### config.mk
export PLATFORM = sky130hd
export DESIGN_NAME = crcscn_regs
export DESIGN_NICKNAME = d
export VERILOG_FILES = /design/src/verilog/crcscn_pkg.sv /design/src/verilog/crcscn_fetch.sv /design/src/verilog/crcscn_regs.sv
export SDC_FILE = /design/constraint.sdc
export NUM_CORES = 1
export LEC_CHECK = 0
export BUFFER_PORTS_ARGS = -buffer_cell sky130_fd_sc_hd__buf_2
export CELL_PAD_IN_SITES_DETAIL_PLACEMENT = 1
export CELL_PAD_IN_SITES_GLOBAL_PLACEMENT = 1
export CORE_ASPECT_RATIO = 1.25
export CORE_UTILIZATION = 39
export CTS_CLUSTER_SIZE = 16
export DETAILED_ROUTE_END_ITERATION = 12
export PLACE_DENSITY_LB_ADDON = 0.1
export SYNTH_ARGS = -nofsm -noshare
export SYNTH_HDL_FRONTEND = slang
export SYNTH_SLANG_ARGS = --single-unit
### constraint.sdc
create_clock -name i_clk -period 3.35 [get_ports i_clk]
set_input_delay 0.1675 -clock i_clk [delete_from_list [all_inputs] [get_ports i_clk]]
set_output_delay 0.1675 -clock i_clk [all_outputs]
set_load 0.005 [all_outputs]
### src/verilog/crcscn_pkg.sv
// Constants, register map and types shared by the CRC scanner register block
`default_nettype none
package crcscn_pkg;
   // ---------------------------------------------------------------
   // Register byte offsets on the AXI4-Lite slave
   // ---------------------------------------------------------------
   localparam int ADDR_W = 8;
   localparam logic [7:0] OFF_ACC_LOW = 8'h00;
   localparam logic [7:0] OFF_SHIFT_HIGH = 8'h04;
   localparam logic [7:0] OFF_SHIFT_LOW = 8'h08;
   localparam logic [7:0] OFF_TAPS_HIGH = 8'h0c;
   localparam logic [7:0] OFF_TAPS_LOW = 8'h10;
   localparam logic [7:0] OFF_CTL = 8'h14;
   localparam logic [7:0] OFF_CUR_HIGH = 8'h18;
   localparam logic [7:0] OFF_CUR_LOW = 8'h1c;
   localparam logic [7:0] OFF_END_HIGH = 8'h20;
   localparam logic [7:0] OFF_END_LOW = 8'h24;
   localparam logic [7:0] OFF_TRIG = 8'h28;

   // ---------------------------------------------------------------
   // Scanner control field positions
   // ---------------------------------------------------------------
   localparam int CTL_EN_BIT = 7;
   localparam int CTL_GO_BIT = 6;
   localparam int CTL_BUSY_BIT = 5;
   localparam int CTL_INVALID_BIT = 4;
   localparam int CTL_INTERRUPT_MANAGE_BIT_BIT = 3;
   localparam int CTL_MODE_LSB = 0;

   // ---------------------------------------------------------------
   // Reset values and fixed figures
   // ---------------------------------------------------------------
   localparam logic [7:0] RST_BYTE = 8'h00;
   localparam logic [15:0] RST_ADDR = 16'h0000;
   localparam logic [14:0] RST_TAPS = 15'h0000;
   localparam logic [3:0] RST_SCAN_TRIGGER_SELECT = 4'h0;
   localparam logic [3:0] SCAN_TRIGGER_SELECT_MAX = 4'h9;
   localparam int TRIG_SRC_N = 10;
   localparam logic [1:0] RESP_OKAY = 2'b00;
   localparam logic [1:0] RESP_SLVERR = 2'b10;

   // ---------------------------------------------------------------
   // Access modes and fetch states
   // ---------------------------------------------------------------
   typedef enum logic [1:0] {
      MODE_CONCURRENT = 2'b00,
      MODE_BURST = 2'b01,
      MODE_PEEK = 2'b10,
      MODE_TRIGGERED = 2'b11
   } crcscn_mode_type;

   typedef enum logic {
      FS_IDLE,
      FS_FETCH
   } crcscn_fetch_state_type;
endpackage
`default_nettype wire

### src/verilog/crcscn_fetch.sv
// Flash fetch engine: one program flash read per start, word handed to the CRC engine
`timescale 1ns/1ps
`default_nettype none
module crcscn_fetch
   import crcscn_pkg::*;
#(
   parameter int DATA_W = 16
) (
   input wire logic i_clk,
   input wire logic i_rst_n,
   input wire logic i_enable,
   input wire logic i_start,
   input wire logic [15:0] i_addr,
   output logic o_flash_rd_req,
   output logic [15:0] o_flash_addr,
   input wire logic i_flash_rd_valid,
   input wire logic [DATA_W-1:0] i_flash_rd_data,
   output logic [DATA_W-1:0] o_word,
   output logic o_word_valid,
   output logic o_in_cycle
);
   // ---------------------------------------------------------------
   // Fetch sequencer
   // ---------------------------------------------------------------
   crcscn_fetch_state_type state_ff;
   logic [15:0] addr_ff;
   logic [DATA_W-1:0] word_ff;
   logic word_valid_ff;

   // State: dropping enable aborts any cycle and returns to idle
   always_ff @(posedge i_clk or negedge i_rst_n) begin
      if (!i_rst_n) begin
         state_ff <= FS_IDLE;
      end else if (!i_enable) begin
         state_ff <= FS_IDLE; // [RL4]
      end else begin
         case (state_ff)
            FS_IDLE: if (i_start) state_ff <= FS_FETCH;
            FS_FETCH: if (i_flash_rd_valid) state_ff <= FS_IDLE;
            default: state_ff <= FS_IDLE;
         endcase
      end
   end

   // Address of the word in flight, caught when the cycle opens
   always_ff @(posedge i_clk or negedge i_rst_n) begin
      if (!i_rst_n) begin
         addr_ff <= RST_ADDR;
      end else if (state_ff == FS_IDLE && i_start) begin
         addr_ff <= i_addr;
      end
   end

   // Word and its one-cycle strobe toward the CRC engine
   always_ff @(posedge i_clk or negedge i_rst_n) begin
      if (!i_rst_n) begin
         word_ff <= '0;
         word_valid_ff <= 1'b0;
      end else begin
         word_valid_ff <= i_enable && state_ff == FS_FETCH && i_flash_rd_valid; // [RL6]
         if (state_ff == FS_FETCH && i_flash_rd_valid) begin
            word_ff <= i_flash_rd_data;
         end
      end
   end

   assign o_flash_rd_req = (state_ff == FS_FETCH);
   assign o_flash_addr = addr_ff;
   assign o_word = word_ff;
   assign o_word_valid = word_valid_ff;
   assign o_in_cycle = (state_ff == FS_FETCH);
endmodule // crcscn_fetch
`default_nettype wire

### src/verilog/crcscn_regs.sv
// CRC accumulator, shifter, taps and memory scanner registers behind AXI4-Lite
`timescale 1ns/1ps
`default_nettype none
// What this block does
// RL1: Accumulator low byte write goes onto CRC write bus; reads show live value.
// RL2: Shifter shown as two read-only bytes, reset zero, writes ignored.
// RL3: Tap-enable bits 15 to 1 writable; low byte bit 0 reads one.
// RL4: Enable clear stops scanner and resets its state machines.
// RL5: Enable clear leaves addresses, mode and other contents alone.
// RL6: With go set, each CRC ready yields one flash read handed to CRC.
// RL7: Hardware clears go once current exceeds end and no cycle runs.
// RL8: Interrupt management masks go during interrupts without clearing it.
// RL9: Busy shows while flash is read or CRC signals ready.
// RL10: Invalid shows when current address is beyond implemented flash.
// RL11: Burst stalls CPU; interrupt management picks masking or delayed interrupts.
// RL12: Concurrent and triggered: masking with management set, else no effect.
// RL13: Mode codes concurrent, burst, peek, triggered; peek ignores management bit.
// RL14: Current address 16 bits in two bytes, reset zero, increments per fetch.
// RL15: Writes to current address bytes ignored while go set.
// RL16: Software should touch current address only while go is clear.
// RL17: End address 16 bits, reset zero, writes ignored while go set.
// RL18: Triggered mode selects one of ten event sources; codes above nine reserved.
// RL19: Final fetch happens at the end address before passing it.
// RL20: Each byte of wide registers read on its own, no latching.
module crcscn_regs
   import crcscn_pkg::*;
#(
   parameter int DATA_W = 16,
   parameter logic [16:0] FLASH_WORDS = 17'h04000
) (
   input wire logic i_clk,
   input wire logic i_rst_n,
   input wire logic [ADDR_W-1:0] i_awaddr,
   input wire logic i_awvalid,
   output logic o_awready,
   input wire logic [31:0] i_wdata,
   input wire logic [3:0] i_wstrb,
   input wire logic i_wvalid,
   output logic o_wready,
   output logic [1:0] o_bresp,
   output logic o_bvalid,
   input wire logic i_bready,
   input wire logic [ADDR_W-1:0] i_araddr,
   input wire logic i_arvalid,
   output logic o_arready,
   output logic [31:0] o_rdata,
   output logic [1:0] o_rresp,
   output logic o_rvalid,
   input wire logic i_rready,
   input wire logic [15:0] i_crc_acc,
   input wire logic [15:0] i_crc_shift,
   input wire logic i_crc_ready,
   output logic o_acc_wr_en,
   output logic [7:0] o_acc_wr_data,
   output logic [15:0] o_poly_taps,
   output logic [DATA_W-1:0] o_scan_word,
   output logic o_scan_word_valid,
   output logic o_flash_rd_req,
   output logic [15:0] o_flash_addr,
   input wire logic i_flash_rd_valid,
   input wire logic [DATA_W-1:0] i_flash_rd_data,
   input wire logic i_irq_active,
   input wire logic i_peek_slot,
   input wire logic [TRIG_SRC_N-1:0] i_trig_src,
   output logic o_cpu_stall
);
   // ---------------------------------------------------------------
   // Helpers
   // ---------------------------------------------------------------
   function automatic logic reg_hit(input logic [7:0] a, input logic [7:0] off);
      reg_hit = (a == off);
   endfunction

   function automatic logic is_mapped(input logic [7:0] a);
      is_mapped = (a[1:0] == 2'b00) && (a <= OFF_TRIG);
   endfunction

   // ---------------------------------------------------------------
   // Declarations
   // ---------------------------------------------------------------
   logic aw_held_ff, w_held_ff, bvalid_ff, rvalid_ff, wstrb0_ff;
   logic [7:0] awaddr_ff;
   logic [7:0] wdata_ff;
   logic [1:0] bresp_ff, rresp_ff;
   logic [31:0] rdata_ff;
   logic [31:0] nxt_rdata;
   logic wr_fire, wr_lane, ar_fire;
   logic acc_wr_en_ff;
   logic [7:0] acc_wr_data_ff;
   logic [15:1] taps_ff;
   logic en_ff, go_ff, interrupt_manage_bit_ff;
   crcscn_mode_type mode_ff;
   logic [15:0] cur_addr_ff, end_addr_ff;
   logic [3:0] scan_trigger_select_ff;
   logic trig_prev_ff, trig_pend_ff, trig_sel;
   logic go_eff, permit, start, in_cycle, word_valid;
   logic busy, invalid, past_end, go_hw_clear;
   logic [7:0] ctl_byte;

   // ---------------------------------------------------------------
   // AXI4-Lite write channel
   // ---------------------------------------------------------------
   assign o_awready = !aw_held_ff && !bvalid_ff;
   assign o_wready = !w_held_ff && !bvalid_ff;
   assign wr_fire = aw_held_ff && w_held_ff && !bvalid_ff;
   assign wr_lane = wr_fire && wstrb0_ff;

   // Address and data are caught separately, in either order
   always_ff @(posedge i_clk or negedge i_rst_n) begin
      if (!i_rst_n) begin
         aw_held_ff <= 1'b0;
         w_held_ff <= 1'b0;
         awaddr_ff <= RST_BYTE;
         wdata_ff <= RST_BYTE;
         wstrb0_ff <= 1'b0;
      end else begin
         if (i_awvalid && o_awready) begin
            aw_held_ff <= 1'b1;
            awaddr_ff <= i_awaddr;
         end else if (wr_fire) begin
            aw_held_ff <= 1'b0;
         end
         if (i_wvalid && o_wready) begin
            w_held_ff <= 1'b1;
            wdata_ff <= i_wdata[7:0];
            wstrb0_ff <= i_wstrb[0];
         end else if (wr_fire) begin
            w_held_ff <= 1'b0;
         end
      end
   end

   // Write response, error for an unmapped address
   always_ff @(posedge i_clk or negedge i_rst_n) begin
      if (!i_rst_n) begin
         bvalid_ff <= 1'b0;
         bresp_ff <= RESP_OKAY;
      end else if (wr_fire) begin
         bvalid_ff <= 1'b1;
         bresp_ff <= is_mapped(awaddr_ff) ? RESP_OKAY : RESP_SLVERR;
      end else if (i_bready) begin
         bvalid_ff <= 1'b0;
      end
   end

   assign o_bvalid = bvalid_ff;
   assign o_bresp = bresp_ff;

   // ---------------------------------------------------------------
   // AXI4-Lite read channel
   // ---------------------------------------------------------------
   assign o_arready = !rvalid_ff;
   assign ar_fire = i_arvalid && o_arready;
   assign ctl_byte = {en_ff, go_ff, busy, invalid, interrupt_manage_bit_ff, 1'b0, mode_ff};

   // Read mux; wide values give each byte live, nothing latched
   always_comb begin
      nxt_rdata = 32'h00000000;
      case (i_araddr)
         OFF_ACC_LOW: nxt_rdata[7:0] = i_crc_acc[7:0]; // [RL1]
         OFF_SHIFT_HIGH: nxt_rdata[7:0] = i_crc_shift[15:8]; // [RL2] [RL20]
         OFF_SHIFT_LOW: nxt_rdata[7:0] = i_crc_shift[7:0]; // [RL2]
         OFF_TAPS_HIGH: nxt_rdata[7:0] = taps_ff[15:8];
         OFF_TAPS_LOW: nxt_rdata[7:0] = {taps_ff[7:1], 1'b1}; // [RL3]
         OFF_CTL: nxt_rdata[7:0] = ctl_byte;
         OFF_CUR_HIGH: nxt_rdata[7:0] = cur_addr_ff[15:8]; // [RL20]
         OFF_CUR_LOW: nxt_rdata[7:0] = cur_addr_ff[7:0];
         OFF_END_HIGH: nxt_rdata[7:0] = end_addr_ff[15:8];
         OFF_END_LOW: nxt_rdata[7:0] = end_addr_ff[7:0];
         OFF_TRIG: nxt_rdata[7:0] = {4'h0, scan_trigger_select_ff};
         default: nxt_rdata = 32'h00000000;
      endcase
   end

   // Read data and response, held until taken
   always_ff @(posedge i_clk or negedge i_rst_n) begin
      if (!i_rst_n) begin
         rvalid_ff <= 1'b0;
         rdata_ff <= 32'h00000000;
         rresp_ff <= RESP_OKAY;
      end else if (ar_fire) begin
         rvalid_ff <= 1'b1;
         rdata_ff <= nxt_rdata;
         rresp_ff <= is_mapped(i_araddr) ? RESP_OKAY : RESP_SLVERR;
      end else if (i_rready) begin
         rvalid_ff <= 1'b0;
      end
   end

   assign o_rvalid = rvalid_ff;
   assign o_rdata = rdata_ff;
   assign o_rresp = rresp_ff;

   // ---------------------------------------------------------------
   // CRC side registers
   // ---------------------------------------------------------------
   // Accumulator low byte write is a one-cycle strobe on the CRC write bus
   always_ff @(posedge i_clk or negedge i_rst_n) begin
      if (!i_rst_n) begin
         acc_wr_en_ff <= 1'b0;
         acc_wr_data_ff <= RST_BYTE;
      end else begin
         acc_wr_en_ff <= wr_lane && reg_hit(awaddr_ff, OFF_ACC_LOW); // [RL1]
         if (wr_lane && reg_hit(awaddr_ff, OFF_ACC_LOW)) begin
            acc_wr_data_ff <= wdata_ff;
         end
      end
   end

   // Polynomial tap enables; bit 0 has no storage
   always_ff @(posedge i_clk or negedge i_rst_n) begin
      if (!i_rst_n) begin
         taps_ff <= RST_TAPS;
      end else begin
         if (wr_lane && reg_hit(awaddr_ff, OFF_TAPS_HIGH)) taps_ff[15:8] <= wdata_ff; // [RL3]
         if (wr_lane && reg_hit(awaddr_ff, OFF_TAPS_LOW)) taps_ff[7:1] <= wdata_ff[7:1];
      end
   end

   assign o_acc_wr_en = acc_wr_en_ff;
   assign o_acc_wr_data = acc_wr_data_ff;
   assign o_poly_taps = {taps_ff, 1'b1};

   // ---------------------------------------------------------------
   // Scanner control
   // ---------------------------------------------------------------
   assign past_end = cur_addr_ff > end_addr_ff;
   assign invalid = {1'b0, cur_addr_ff} >= FLASH_WORDS; // [RL10]
   assign go_hw_clear = en_ff && go_ff && past_end && !in_cycle; // [RL7]

   // Enable, management bit and mode; enable clear touches nothing else
   always_ff @(posedge i_clk or negedge i_rst_n) begin
      if (!i_rst_n) begin
         en_ff <= 1'b0;
         interrupt_manage_bit_ff <= 1'b0;
         mode_ff <= MODE_CONCURRENT;
      end else if (wr_lane && reg_hit(awaddr_ff, OFF_CTL)) begin
         en_ff <= wdata_ff[CTL_EN_BIT]; // [RL5]
         interrupt_manage_bit_ff <= wdata_ff[CTL_INTERRUPT_MANAGE_BIT_BIT];
         mode_ff <= crcscn_mode_type'(wdata_ff[CTL_MODE_LSB +: 2]); // [RL13]
      end
   end

   // Go: software write wins over the hardware clear in the same cycle
   always_ff @(posedge i_clk or negedge i_rst_n) begin
      if (!i_rst_n) begin
         go_ff <= 1'b0;
      end else if (wr_lane && reg_hit(awaddr_ff, OFF_CTL)) begin
         go_ff <= wdata_ff[CTL_GO_BIT];
      end else if (go_hw_clear) begin
         go_ff <= 1'b0; // [RL7]
      end
   end

   // Current address: fetch increment first, writes only while go clear
   always_ff @(posedge i_clk or negedge i_rst_n) begin
      if (!i_rst_n) begin
         cur_addr_ff <= RST_ADDR;
      end else if (word_valid) begin
         cur_addr_ff <= cur_addr_ff + 16'h0001; // [RL14]
      end else if (!go_ff) begin
         if (wr_lane && reg_hit(awaddr_ff, OFF_CUR_HIGH)) cur_addr_ff[15:8] <= wdata_ff; // [RL15]
         if (wr_lane && reg_hit(awaddr_ff, OFF_CUR_LOW)) cur_addr_ff[7:0] <= wdata_ff;
      end
   end

   // End address and trigger select, end address locked while go set
   always_ff @(posedge i_clk or negedge i_rst_n) begin
      if (!i_rst_n) begin
         end_addr_ff <= RST_ADDR;
         scan_trigger_select_ff <= RST_SCAN_TRIGGER_SELECT;
      end else begin
         if (!go_ff) begin
            if (wr_lane && reg_hit(awaddr_ff, OFF_END_HIGH)) end_addr_ff[15:8] <= wdata_ff; // [RL17]
            if (wr_lane && reg_hit(awaddr_ff, OFF_END_LOW)) end_addr_ff[7:0] <= wdata_ff;
         end
         if (wr_lane && reg_hit(awaddr_ff, OFF_TRIG)) scan_trigger_select_ff <= wdata_ff[3:0];
      end
   end

   // ---------------------------------------------------------------
   // Trigger capture for triggered mode
   // ---------------------------------------------------------------
   assign trig_sel = (scan_trigger_select_ff <= SCAN_TRIGGER_SELECT_MAX) ? i_trig_src[scan_trigger_select_ff] : 1'b0; // [RL18]

   // Rising edge of the chosen source arms one fetch; arming wins over use
   always_ff @(posedge i_clk or negedge i_rst_n) begin
      if (!i_rst_n) begin
         trig_prev_ff <= 1'b0;
         trig_pend_ff <= 1'b0;
      end else begin
         trig_prev_ff <= trig_sel;
         if (!en_ff) begin
            trig_pend_ff <= 1'b0;
         end else if (trig_sel && !trig_prev_ff) begin
            trig_pend_ff <= 1'b1; // [RL18]
         end else if (start) begin
            trig_pend_ff <= 1'b0;
         end
      end
   end

   // ---------------------------------------------------------------
   // Access qualification per mode
   // ---------------------------------------------------------------
   // Go seen as zero during interrupts when managed, never in peek mode
   assign go_eff = en_ff && go_ff
      && !(interrupt_manage_bit_ff && i_irq_active && mode_ff != MODE_PEEK); // [RL8] [RL12] [RL13]

   always_comb begin
      case (mode_ff)
         MODE_CONCURRENT: permit = 1'b1; // [RL12]
         MODE_BURST: permit = 1'b1; // [RL11]
         MODE_PEEK: permit = i_peek_slot; // [RL13]
         MODE_TRIGGERED: permit = trig_pend_ff; // [RL12]
         default: permit = 1'b0;
      endcase
   end

   // Last fetch is at the end address itself, then the range is passed
   assign start = go_eff && i_crc_ready && permit && !in_cycle && !word_valid
      && !past_end && !invalid; // [RL6] [RL19]

   // Burst holds the CPU; unmanaged interrupts wait behind the burst
   assign o_cpu_stall = en_ff && go_ff && mode_ff == MODE_BURST
      && !(interrupt_manage_bit_ff && i_irq_active); // [RL11]

   assign busy = in_cycle || (en_ff && i_crc_ready); // [RL9]

   // ---------------------------------------------------------------
   // Flash fetch engine
   // ---------------------------------------------------------------
   crcscn_fetch #(
      .DATA_W(DATA_W)
   ) u_fetch (
      .i_clk(i_clk),
      .i_rst_n(i_rst_n),
      .i_enable(en_ff),
      .i_start(start),
      .i_addr(cur_addr_ff),
      .o_flash_rd_req(o_flash_rd_req),
      .o_flash_addr(o_flash_addr),
      .i_flash_rd_valid(i_flash_rd_valid),
      .i_flash_rd_data(i_flash_rd_data),
      .o_word(o_scan_word),
      .o_word_valid(word_valid),
      .o_in_cycle(in_cycle)
   );

   assign o_scan_word_valid = word_valid;
endmodule // crcscn_regs
`default_nettype wire

=== Word-level counts from Yosys, hierarchy flattened ===
Cells that the tools add are included.

* Input bits: 121
* Output and inout port bits: 101
* Logic and storage cells: 157
* Register bits: 134

* Bitwise logic cells: 2
* Add/subtract/negate cells: 1
* Equality and inequality tests: 24
* Muxes and demuxes: 27
* $lt $le $gt $ge: 6
* Reductions and logical operators: 68

{| class="wikitable"
|+ Operators by type and width
! cell !! count
|-
| 8-bit one-hot mux with 11 select lines || 1
|-
| 8-bit by 5-bit == test with 1-bit output (second input constant) || 8
|-
| 8-bit by 6-bit == test with 1-bit output (second input constant) || 6
|-
| 1-bit logical AND || 39
|-
| 16-bit 2-to-1 mux || 2
|-
| 8-bit by 4-bit == test with 1-bit output (second input constant) || 3
|-
| 1-bit 2-to-1 mux || 17
|-
| 16-bit by 1-bit adder with 16-bit output (second input constant) || 1
|-
| 16-bit by 15-bit greater-or-equal comparator with 1-bit output (second input constant) || 1
|-
| 16-bit greater-than comparator || 1
|-
| 8-bit by 6-bit <= comparator with 1-bit output (second input constant) || 2
|-
| 8-bit logical NOT || 2
|-
| 8-bit 2-to-1 mux || 2
|-
| 2-bit nonzero test || 7
|-
| 1-bit logical NOT || 11
|-
| 8-bit by 3-bit == test with 1-bit output (second input constant) || 1
|-
| 2-bit AND reduction || 4
|-
| 2-bit logical NOT || 3
|-
| 4-bit by 5-bit less-than comparator with 1-bit output (second input constant) || 1
|-
| 1-bit binary-select mux with 4-bit select || 1
|-
| 2-bit == test (second input constant) || 2
|-
| 4-bit <= comparator (second input constant) || 1
|-
| 2-bit 2-to-1 mux || 2
|-
| 3-bit by 1-bit != test with 1-bit output (second input constant) || 1
|-
| other kinds (8) || 9
|}

=== Depth between registers and ports, before layout ===
Gate-level depths: netlist of run 1.

* Depth after elaboration: 13
* Depth in mapped cells: 9

=== Cells and area by module ===
A second synthesis of run 1 with hierarchy kept.

* Cells, all modules: 638
* Area total of the unflattened synthesis: 7,081.8 µm²

{| class="wikitable"
|+ By module, submodules not included
! module !! cells an instance !! times used !! area each (µm²)
|-
| crcscn_regs || 563 || 1 || 5,754.3
|-
| crcscn_fetch || 75 || 1 || 1,327.5
|}

=== Worst setup path after synthesis of run 1 ===
OpenSTA, ideal clock, no wires.

* Path type: register to register
* From: reg cur_addr_ff[11]
* To: reg u_fetch.addr_ff[10], in the netlist u_fetch.o_flash_addr[10]
* Data arrival time: 2.685 ns
* Setup slack: 0.540 ns
* Required time: 3.225 ns
* Setup time: 0.125 ns
* Path buffers: 1
* Stages on the path, launching flop included: 9
* Cells stage by stage: dfrtp_1 ha_1 a21oi_1 nor2_1 or3_1 or4_4 a211oi_4 buf_8 mux2_4

* Cells in the longest elaborated chain, start to end: 5
* Elaborated cells on any way between the ends: 7
* Those cells by class: 2 x order compare; 5 x reduce/logical

{| class="wikitable"
|+ Ends and longest elaborated chain
! what !! RTL line !! text
|-
| start, declared || crcscn_regs.sv:93 || <nowiki>logic [15:0] cur_addr_ff, end_addr_ff;</nowiki>
|-
| start signal, assigned || crcscn_regs.sv:260 || <nowiki>cur_addr_ff <= cur_addr_ff + 16'h0001;</nowiki>
|-
| start signal, assigned || crcscn_regs.sv:262 || <nowiki>if (wr_lane && reg_hit(awaddr_ff, OFF_CUR_HIGH)) cur_addr_ff[15:8] <= wdata_ff;</nowiki>
|-
| 16-bit greater-than comparator || crcscn_regs.sv:227 || <nowiki>assign past_end = cur_addr_ff > end_addr_ff;</nowiki>
|-
| 1-bit logical NOT || crcscn_regs.sv:322 || <nowiki>&& !past_end && !invalid;</nowiki>
|-
| 1-bit logical AND || crcscn_regs.sv:322 ||
|-
| 1-bit logical AND * || crcscn_regs.sv:322 ||
|-
| 1-bit logical AND * || crcscn_fetch.sv:49 || <nowiki>end else if (state_ff == FS_IDLE && i_start) begin</nowiki>
|-
| end signal, assigned || crcscn_fetch.sv:50 || <nowiki>addr_ff <= i_addr;</nowiki>
|-
| end, declared || crcscn_fetch.sv:26 || <nowiki>logic [15:0] addr_ff;</nowiki>
|}

Mark *: on every way between the ends. The rest lies on a longest branch, timed or not.
A chain may end at the register's enable or synchronous reset.

=== Final worst setup path of run 1 ===
* From: reg cur_addr_ff[14]
* To: reg u_fetch.addr_ff[4], in the netlist u_fetch.o_flash_addr[4]

Same word-level chain as after synthesis.

==> results_dict.tcl, run 1 <==
set metrics [dict create \
    crit_required_ns 3.66 \
    worstSetupStartpointType "flop" \
    synthTopCellsByArea "dfrtp_1 48%, mux2_2 14%, ha_1 3.1%" \
    syn_area_per_cell_um2 10.9 \
    switching_share_pct 33.1 \
    crit_start "cur_addr_ff[14]" \
    grt_max_degree 90 \
    htree_num_levels 4 \
    synth_common_cells "132 x dfrtp_1, 89 x mux2_2, 52 x nand2_1" \
    r2r_end "u_fetch.o_flash_addr[4]" \
    place_area_mm2 0.00797 \
    clock_sinks 132 \
    path_class "reg -> reg" \
    die_w_um 121 \
    clkTransAtPathRegs_ns 0.06 \
    fin_area_mm2 0.00896 \
    fin_setup_tns_ns 0 \
    clk-insertion-delay-late_ns 0.43 \
    drt_pass1_iterations 4 \
    peakVddDrop_uv 453 \
    dieHeight_um 151 \
    fmax_ghz 0.344 \
    synth_edf_count 0 \
    n_antenna_cell 0 \
    worstPathArrival_ns 3.22 \
    setup_viol 0 \
    io_buffers 159 \
    core-area_mm2 0.0174 \
    antenna_found_initial 0 \
    slew_violations 0 \
    crit_fanout 17 \
    power.switching_mw 1.85 \
    status "finished, final reports clean" \
    die_area_mm2 0.0183 \
    powerDensity_mw_per_mm2 625 \
    routed_wirelength_mm 21.8 \
    dp.cells 1006 \
    gp_congestion 0.865 \
    hp-class "in -> reg" \
    via_per_inst 5.38 \
    io_pins 222 \
    grt.overflow.total 0 \
    placementRows 54 \
    ys.flop_type "dfrtp_1" \
    reg2reg_depth 8 \
    track_usage_pct 25.2 \
    r2r-start "cur_addr_ff[14]" \
    grt_pass1_vias 6327 \
    holdWs_ns 0.0258 \
    crit_slowest_cell "or4_4" \
    async_flop_share_pct 100 \
    maxCapViolations 0 \
    dp_hpwl_mm 15.6 \
    path_cells "ha_1, nand4_2, nor2_1, or3_1, or4_4, a211oi_4, buf_12, mux2_2" \
    slew_headroom_pct 39.2 \
    synth_cell_types 64 \
    crit_path_end_kind "flop" \
    fillCellCount 1979 \
    skew_ns 0.0115 \
    synth_top_area_cell "dfrtp_1" \
    worst_pin_slew_ns 0.905 \
    synthesis.area_mm2 0.00695 \
    root_buffer "clkbuf_16" \
    timing.final.crit_share_pct 86.7 \
    drcViolationCount 0 \
    hold_depth 2 \
    cts_buffer_depth 2 \
    grt_pass1_wl_mm 34.6 \
    period_needed_ns 2.91 \
    finalHoldViolCount 0 \
    rrSetupSlack_ns 0.44 \
    rsz0062_at_grt "no" \
    synth.most_common_cell "dfrtp_1" \
    synth_seq_cells 132 \
    syn_to_final_growth_pct 29.0 \
    worstSetupEndpoint "u_fetch.o_flash_addr[4]" \
    yosys.area.top_type_share_pct 47.6 \
    final_layout_size_suffix_gt1_share_pct 37.5 \
    power_frac_seq_pct 40.6 \
    ys_seq_area_share_pct 47.6 \
    drt-wirelength-per-cell_um 20.3 \
    initial_core_util_pct 39.8 \
    crit_path_max_incr_delay_ns 0.53 \
    p_int_mw 3.75 \
    ys_warn_count 0 \
    post-route-util_pct 51.4 \
    via_count 5779 \
    power_frac_comb_pct 23.8 \
    cts_resized 0 \
    cts_buffers 17 \
    leakagePower_nw 4.44 \
    cts_tree "yes" \
    final_cells 1074 \
    fin_nets 975 \
    drt_iter0_drc 196 \
    postRouteAntennaNets 0 \
    syn_inst 637 \
    p_clk_share_pct 35.7 \
]
-- area by class of cell --
type / instances / area (um2) / area share (%)
Sequential cell: 132 / 3300 / 36.9
Tap cell: 224 / 280 / 3.13
Inverter: 26 / 97.6 / 1.09
Clock buffer: 17 / 425 / 4.75
Timing Repair Buffer: 217 / 1340 / 15.0
Clock inverter: 15 / 205 / 2.29
Multi-Input combinational cell: 443 / 3310 / 36.9
-- routing by layer --
metal	vias to the layer above	GRT usage (%)	wire [um]
li1	2641	-	-
met1	2913	29.4	8710
met2	186	44.2	11300
met3	39	5.05	1080
met4	0	11.4	734
met5	-	0	0
-- logic make-up after synthesis --
family                     after synthesis  share of synthesized area [%]
buffers and inverters                   87                           6.38
adders and majority gates               17                           3.06
other                                    2                          0.108
and+or+nand+nor                        154                           11.4
DFF                                    132                           47.6
muxes                                  113                           18.8
AOI/OAI and AO/OA                      120                           11.2
xor gates and xnor gates                12                           1.51
-- cell usage in the layout, fill, tap and decap left out, types with 26 or more instances in the layout --
| master | netlist | routed |
|---|---|---|
| mux2_2 | 89 | 89 |
| a21oi_1 | 32 | 32 |
| o21ai_0 | 36 | 36 |
| conb_1 | 2 | 27 |
| inv_1 | 26 | 26 |
| nand2_1 | 52 | 52 |
| nor2_1 | 29 | 29 |
| dfrtp_1 | 132 | 132 |
| dlygate4sd3_1 | 0 | 36 |
| buf_2 | 3 | 158 |
-- registers in the layout, indices dropped and copies added (netlist names), 2 cells and up --
signal                  cells
mode_ff                     2
awaddr_ff                   8
o_acc_wr_data               8
cur_addr_ff                16
u_fetch.o_flash_addr       16
u_fetch.o_word             16
wdata_ff                    8
end_addr_ff                16
scan_trigger_select_ff      4
taps_ff                    15
o_rdata                     8
-- worst min-delay path by stage --
stage / from / end / slack, ns
final: i_flash_rd_valid / u_fetch.o_word_valid / 0.03
after global routing: i_flash_rd_valid / u_fetch.o_word_valid / 0.03
after CTS: i_wvalid / w_held_ff / 0.002
after detailed placement: i_rst_n / cur_addr_ff[12] / 0.30
after global placement: i_rst_n / u_fetch.o_flash_addr[15] / 0.29
after floorplan: i_rst_n / aw_held_ff / -0.13
-- through the flow --
step	total power, mW	setup WS [ns]
2_1_floorplan	3.00	0.540
3_5_place_dp	3.58	0.450
5_1_grt	5.88	0.342
6_report	5.60	0.444
4_1_cts	5.63	0.442
3_3_place_gp	3.50	0.531
-- power groups by stage --
stage / Sequential (mW) / Combinational (mW) / Clock [mW]
floorplan: 2.06 / 0.942 / 0
global placement: 2.28 / 1.22 / 0
detailed placement: 2.30 / 1.28 / 0
CTS: 2.27 / 1.33 / 2.03
global route: 2.32 / 1.47 / 2.09
finish: 2.27 / 1.33 / 2.00
-- timing repair --
| item | CTS | global route |
|---|---|---|
| endpoints found under the hold margin | 122 | 0 |
| buffers inserted | 0 | 0 |
| hold buffers | 36 | 0 |
-- worst max-delay path, delay by kind of cell, from the launching register on --
family	cells	cell delay [ns]
flops	1	0.46
simple gates	4	1.12
fa+ha+maj	1	0.36
buf+inv	1	0.20
compound gates	1	0.30
mux	1	0.34
No activity file was read; power rests on OpenSTA's default activity.
==> run 2, diff against run 1 <==
CORE_ASPECT_RATIO = 0.75   (was 1.25)
==> results_dict.tcl, run 2 (synthesized netlist as in run 1, its figures left out) <==
set metrics [dict create \
    path_class "reg -> reg" \
    power_mw 5.75 \
    hold_buffers 36 \
    leakagePower_nw 4.45 \
    cts_tree "yes" \
    root_buffer "clkbuf_16" \
    final_cells 1084 \
    clock_sinks 132 \
    final_cell_mix "158 x buf_2, 132 x dfrtp_1, 89 x mux2_2" \
    routed_wirelength_mm 22.7 \
    clk-insertion-delay-late_ns 0.43 \
    status "finished, final reports clean" \
    syn_to_final_growth_pct 29.4 \
    p_int_mw 3.87 \
    fin_setup_tns_ns 0 \
    drcViolationCount 0 \
    powerDensity_mw_per_mm2 640 \
    final_layout_size_suffix_gt1_share_pct 37.4 \
    hp-class "in -> reg" \
    drt_iter0_drc 359 \
    period_needed_ns 3.00 \
    grt_pass1_wl_mm 35.8 \
    crit_fanout 17 \
    via_per_inst 5.42 \
    dp.cells 1016 \
    p_clk_share_pct 37.3 \
    finalHoldViolCount 0 \
    cts_buffers 17 \
    worst_pin_slew_ns 1.07 \
    gp_congestion 0.900 \
    grt.overflow.total 0 \
    crit_path_end_kind "flop" \
    min_to "w_held_ff" \
    reg2reg_depth 8 \
    cts_setup_buffers 0 \
    track_usage_pct 26.0 \
    switching_share_pct 32.8 \
    peakVddDrop_uv 434 \
    cts_buffer_depth 2 \
    fin_nets 973 \
    min_from "i_wvalid" \
    hold_depth 3 \
    power_frac_seq_pct 39.9 \
    grt_max_degree 112 \
    setup_viol 0 \
    dieHeight_um 118 \
    via_count 5870 \
    io_buffers 159 \
    dp_hpwl_mm 16.2 \
    postRouteAntennaNets 0 \
    r2r-start "cur_addr_ff[13]" \
    core-area_mm2 0.0171 \
    io_pins 222 \
    die_area_mm2 0.0184 \
    rsz0062_at_grt "no" \
    r2r_end "u_fetch.o_flash_addr[2]" \
    drt_pass1_iterations 5 \
    n_antenna_cell 0 \
    fmax_ghz 0.333 \
    die_w_um 156 \
    htree_num_levels 4 \
    cts_resized 0 \
    antenna_found_initial 2 \
    rrSetupSlack_ns 0.35 \
    clkTransAtPathRegs_ns 0.06 \
    crit_required_ns 3.66 \
    maxCapViolations 0 \
    grt_pass1_vias 6303 \
    placementRows 41 \
    drt-wirelength-per-cell_um 21.0 \
    skew_ns 0.0111 \
    layout_commonest_cell "buf_2" \
    initial_core_util_pct 40.5 \
    worstSetupStartpointType "flop" \
    worstPathArrival_ns 3.31 \
    power.switching_mw 1.89 \
    fillCellCount 1921 \
    timing.final.crit_share_pct 89.5 \
    slew_violations 0 \
    power_frac_comb_pct 22.7 \
    slew_headroom_pct 28.3 \
]
## run 2: layout make-up
cell class,count,area [um2],area share [%]
clock buffer,19,453,5.04
clock inverter,13,219,2.44
inverter,26,97.6,1.09
multi-input combinational,443,3310,36.8
sequential,132,3300,36.8
tap,236,295,3.29
timing repair buffer,215,1310,14.6
## run 2: per-stage QoR
step / utilization [%] / worst slack [ns] / instance area, um2 / hold WS, ns
floorplan: - / 0.540 / 7040 / -0.128
global placement: 46.4 / 0.445 / 7950 / 0.344
detailed placement: 46.4 / 0.369 / 7950 / 0.357
CTS: 52.4 / 0.354 / 8990 / 0.00964
global route: 52.4 / 0.249 / 8990 / 0.0422
finish: 52.4 / 0.350 / 8990 / 0.0142
## run 2: worst max-delay path, cell delays in order (launching register included)
cell and delay (ns):
dfrtp_1 0.46, ha_1 0.36, nand4_2 0.15, nor2_1 0.07
or3_1 0.40, or4_4 0.53, a211oi_4 0.23, buf_4 0.31
mux2_2 0.37
## run 2: routing by layer
layer | track usage [%] | wire, um | vias to the layer above
li1 | - | - | 2645
met1 | 35.4 | 10400 | 3014
met2 | 41.0 | 10600 | 180
met3 | 5.74 | 1260 | 29
met4 | 8.33 | 368 | 2
met5 | 0 | 13 | -
## run 2: power by group through the flow
stage               registers (mW)  clock network (mW)  logic [mW]
floorplan                     2.06                   0       0.942
global placement              2.30                   0        1.21
detailed placement            2.32                   0        1.27
CTS                           2.29                2.18        1.31
global route                  2.33                2.24        1.43
finish                        2.30                2.15        1.31
## run 2: worst max path at each step
stage,start,end,cells past startpoint
floorplan,cur_addr_ff[11],u_fetch.o_flash_addr[10],8
CTS,cur_addr_ff[13],u_fetch.o_flash_addr[2],8
global placement,cur_addr_ff[14],u_fetch.o_flash_addr[4],8
global route,cur_addr_ff[13],u_fetch.o_flash_addr[1],8
finish,cur_addr_ff[13],u_fetch.o_flash_addr[2],8
detailed placement,cur_addr_ff[13],u_fetch.o_flash_addr[4],8
==> run 3, diff against run 2 <==
PLACE_DENSITY = 0.78   (was not set)
PLACE_DENSITY_LB_ADDON = not set   (was 0.1)
clock period = 3.3 ns   (was 3.35 ns; I/O delays follow)
==> results_dict.tcl, run 3 (synthesized netlist as in run 1, its figures left out) <==
set metrics [dict create \
    path_cells "ha_1, nand4_2, nor2_1, or3_1, or4_4, a211oi_4, buf_12, mux2_2" \
    worstPathArrival_ns 3.23 \
    final_cell_mix "158 x buf_2, 132 x dfrtp_1, 89 x mux2_2" \
    crit_slowest_cell "or4_4" \
    path_class "reg -> reg" \
    io_buffers 159 \
    clkTransAtPathRegs_ns 0.06 \
    powerDensity_mw_per_mm2 626 \
    leakagePower_nw 4.41 \
    grt_pass1_vias 6507 \
    hold_buffers 37 \
    period_needed_ns 2.92 \
    seq_area_mm2 0.00330 \
    rsz0062_at_grt "no" \
    clk-insertion-delay-late_ns 0.43 \
    peakVddDrop_uv 523 \
    grt.overflow.total 0 \
    worstSetupStartpointType "flop" \
    drt-wirelength-per-cell_um 21.9 \
    crit_start "cur_addr_ff[14]" \
    r2r-start "cur_addr_ff[14]" \
    p_int_mw 3.65 \
    final_cells 1087 \
    initial_core_util_pct 40.5 \
    slew_violations 0 \
    crit_path_max_incr_delay_ns 0.52 \
    maxCapViolations 0 \
    routed_wirelength_mm 23.8 \
    worst_pin_slew_ns 1.08 \
    multi_input_comb_area_mm2 0.00331 \
    cts_buffers 17 \
    syn_to_final_growth_pct 28.5 \
    fin_nets 975 \
    drcViolationCount 0 \
    track_usage_pct 27.2 \
    clock_sinks 132 \
    antenna_found_initial 3 \
    via_per_inst 5.51 \
    layout_commonest_cell "buf_2" \
    finalHoldViolCount 0 \
    dp_hpwl_mm 16.3 \
    final_layout_size_suffix_gt1_share_pct 37.3 \
    crit_fanout 17 \
    grt_pass1_wl_mm 37.5 \
    power_frac_seq_pct 42.0 \
    setup_viol 0 \
    root_buffer "clkbuf_16" \
    pre_cts_slack_ns 0.402 \
    skew_ns 0.00965 \
    dp.cells 1017 \
    crit_required_ns 3.61 \
    status "finished, final reports clean" \
    io_pins 222 \
    grt_max_degree 78 \
    placementRows 41 \
    worst_slack_ns 0.379 \
    cts_setup_buffers 0 \
    dieHeight_um 118 \
    switching_share_pct 34.6 \
    power_frac_comb_pct 24.6 \
    fillCellCount 1907 \
    cts_tree "yes" \
    htree_num_levels 4 \
    die_area_mm2 0.0184 \
    fmax_ghz 0.342 \
    cts_buffer_depth 2 \
    gp_congestion 0.894 \
    drt_iter0_drc 373 \
    power.switching_mw 1.93 \
    hp-class "in -> reg" \
    fin_setup_tns_ns 0 \
    timing.final.crit_share_pct 88.5 \
    crit_path_end_kind "flop" \
    postRouteAntennaNets 0 \
    cts_resized 0 \
    drt_pass1_iterations 5 \
    min_from "i_wdata[3]" \
    p_clk_share_pct 33.4 \
    via_count 5990 \
    core-area_mm2 0.0171 \
    slew_headroom_pct 27.5 \
    die_w_um 156 \
]
run 3: changes by cell type in the layout (fill, tap and decap cells not counted), sizes merged:
cell	previous run	this run
inv	30	28
diode	0	2
dlygate4sd3	36	37
buf	179	180
clkbuf	19	21
bufinv	5	1
clkinvlp	0	3
run 3: worst paths after layout:
check,endpoint,slack [ns],cells after the start
setup / recovery,u_fetch.o_flash_addr[5],0.38,8
hold / removal,wdata_ff[3],0.03,2
setup reg to reg,u_fetch.o_flash_addr[5],0.38,8
hold reg to reg,o_rdata[5],0.49,2
max in group asynchronous,o_rdata[1],2.07,3
min in group asynchronous,u_fetch.o_flash_addr[15],0.32,2
run 3: power by group through the flow:
stage                     clock network, mW  registers (mW)  logic, mW
after floorplan                           0            2.09      0.956
after global placement                    0            2.32       1.22
after detailed placement                  0            2.35       1.29
after CTS                              1.88            2.33       1.36
after global routing                   1.95            2.38       1.51
final                                  1.87            2.35       1.37
run 3: critical path, delay by kind of cell, from the launching register on:
kind	cells	cell delay [ns]
buffers and inverters	1	0.20
AND/OR/NAND/NOR	4	1.14
AO/OA/AOI/OAI	1	0.29
multiplexers	1	0.35
flip-flops	1	0.46
adder cells (fa/ha/maj)	1	0.35
run 3: layout make-up:
| type | count | share of cell area (%) |
|---|---|---|
| antenna | 2 | 0.0561 |
| clock buffer | 21 | 5.38 |
| clock inverter | 10 | 1.09 |
| inverter | 26 | 1.09 |
| multi-input combinational | 443 | 37.0 |
| sequential | 132 | 37.0 |
| tap | 236 | 3.31 |
| timing repair buffer | 217 | 15.0 |
run 3: through the flow:
stage / util, % / instance area (um2) / power, mW / hold WS, ns
2_1_floorplan: - / 7040 / 3.05 / -0.131
3_3_place_gp: 46.5 / 7970 / 3.53 / 0.222
3_5_place_dp: 46.5 / 7970 / 3.64 / 0.239
4_1_cts: 52.1 / 8920 / 5.57 / 0.0162
5_1_grt: 52.1 / 8920 / 5.84 / 0.0213
6_report: 52.1 / 8930 / 5.58 / 0.0255
run 3: layer usage:
layer / vias up / wire [um] / global-route usage [%]
li1: 2646 / - / -
met1: 3039 / 9810 / 34.1
met2: 248 / 11600 / 44.5
met3: 55 / 1730 / 7.47
met4: 2 / 584 / 9.99
met5: - / 10 / 0
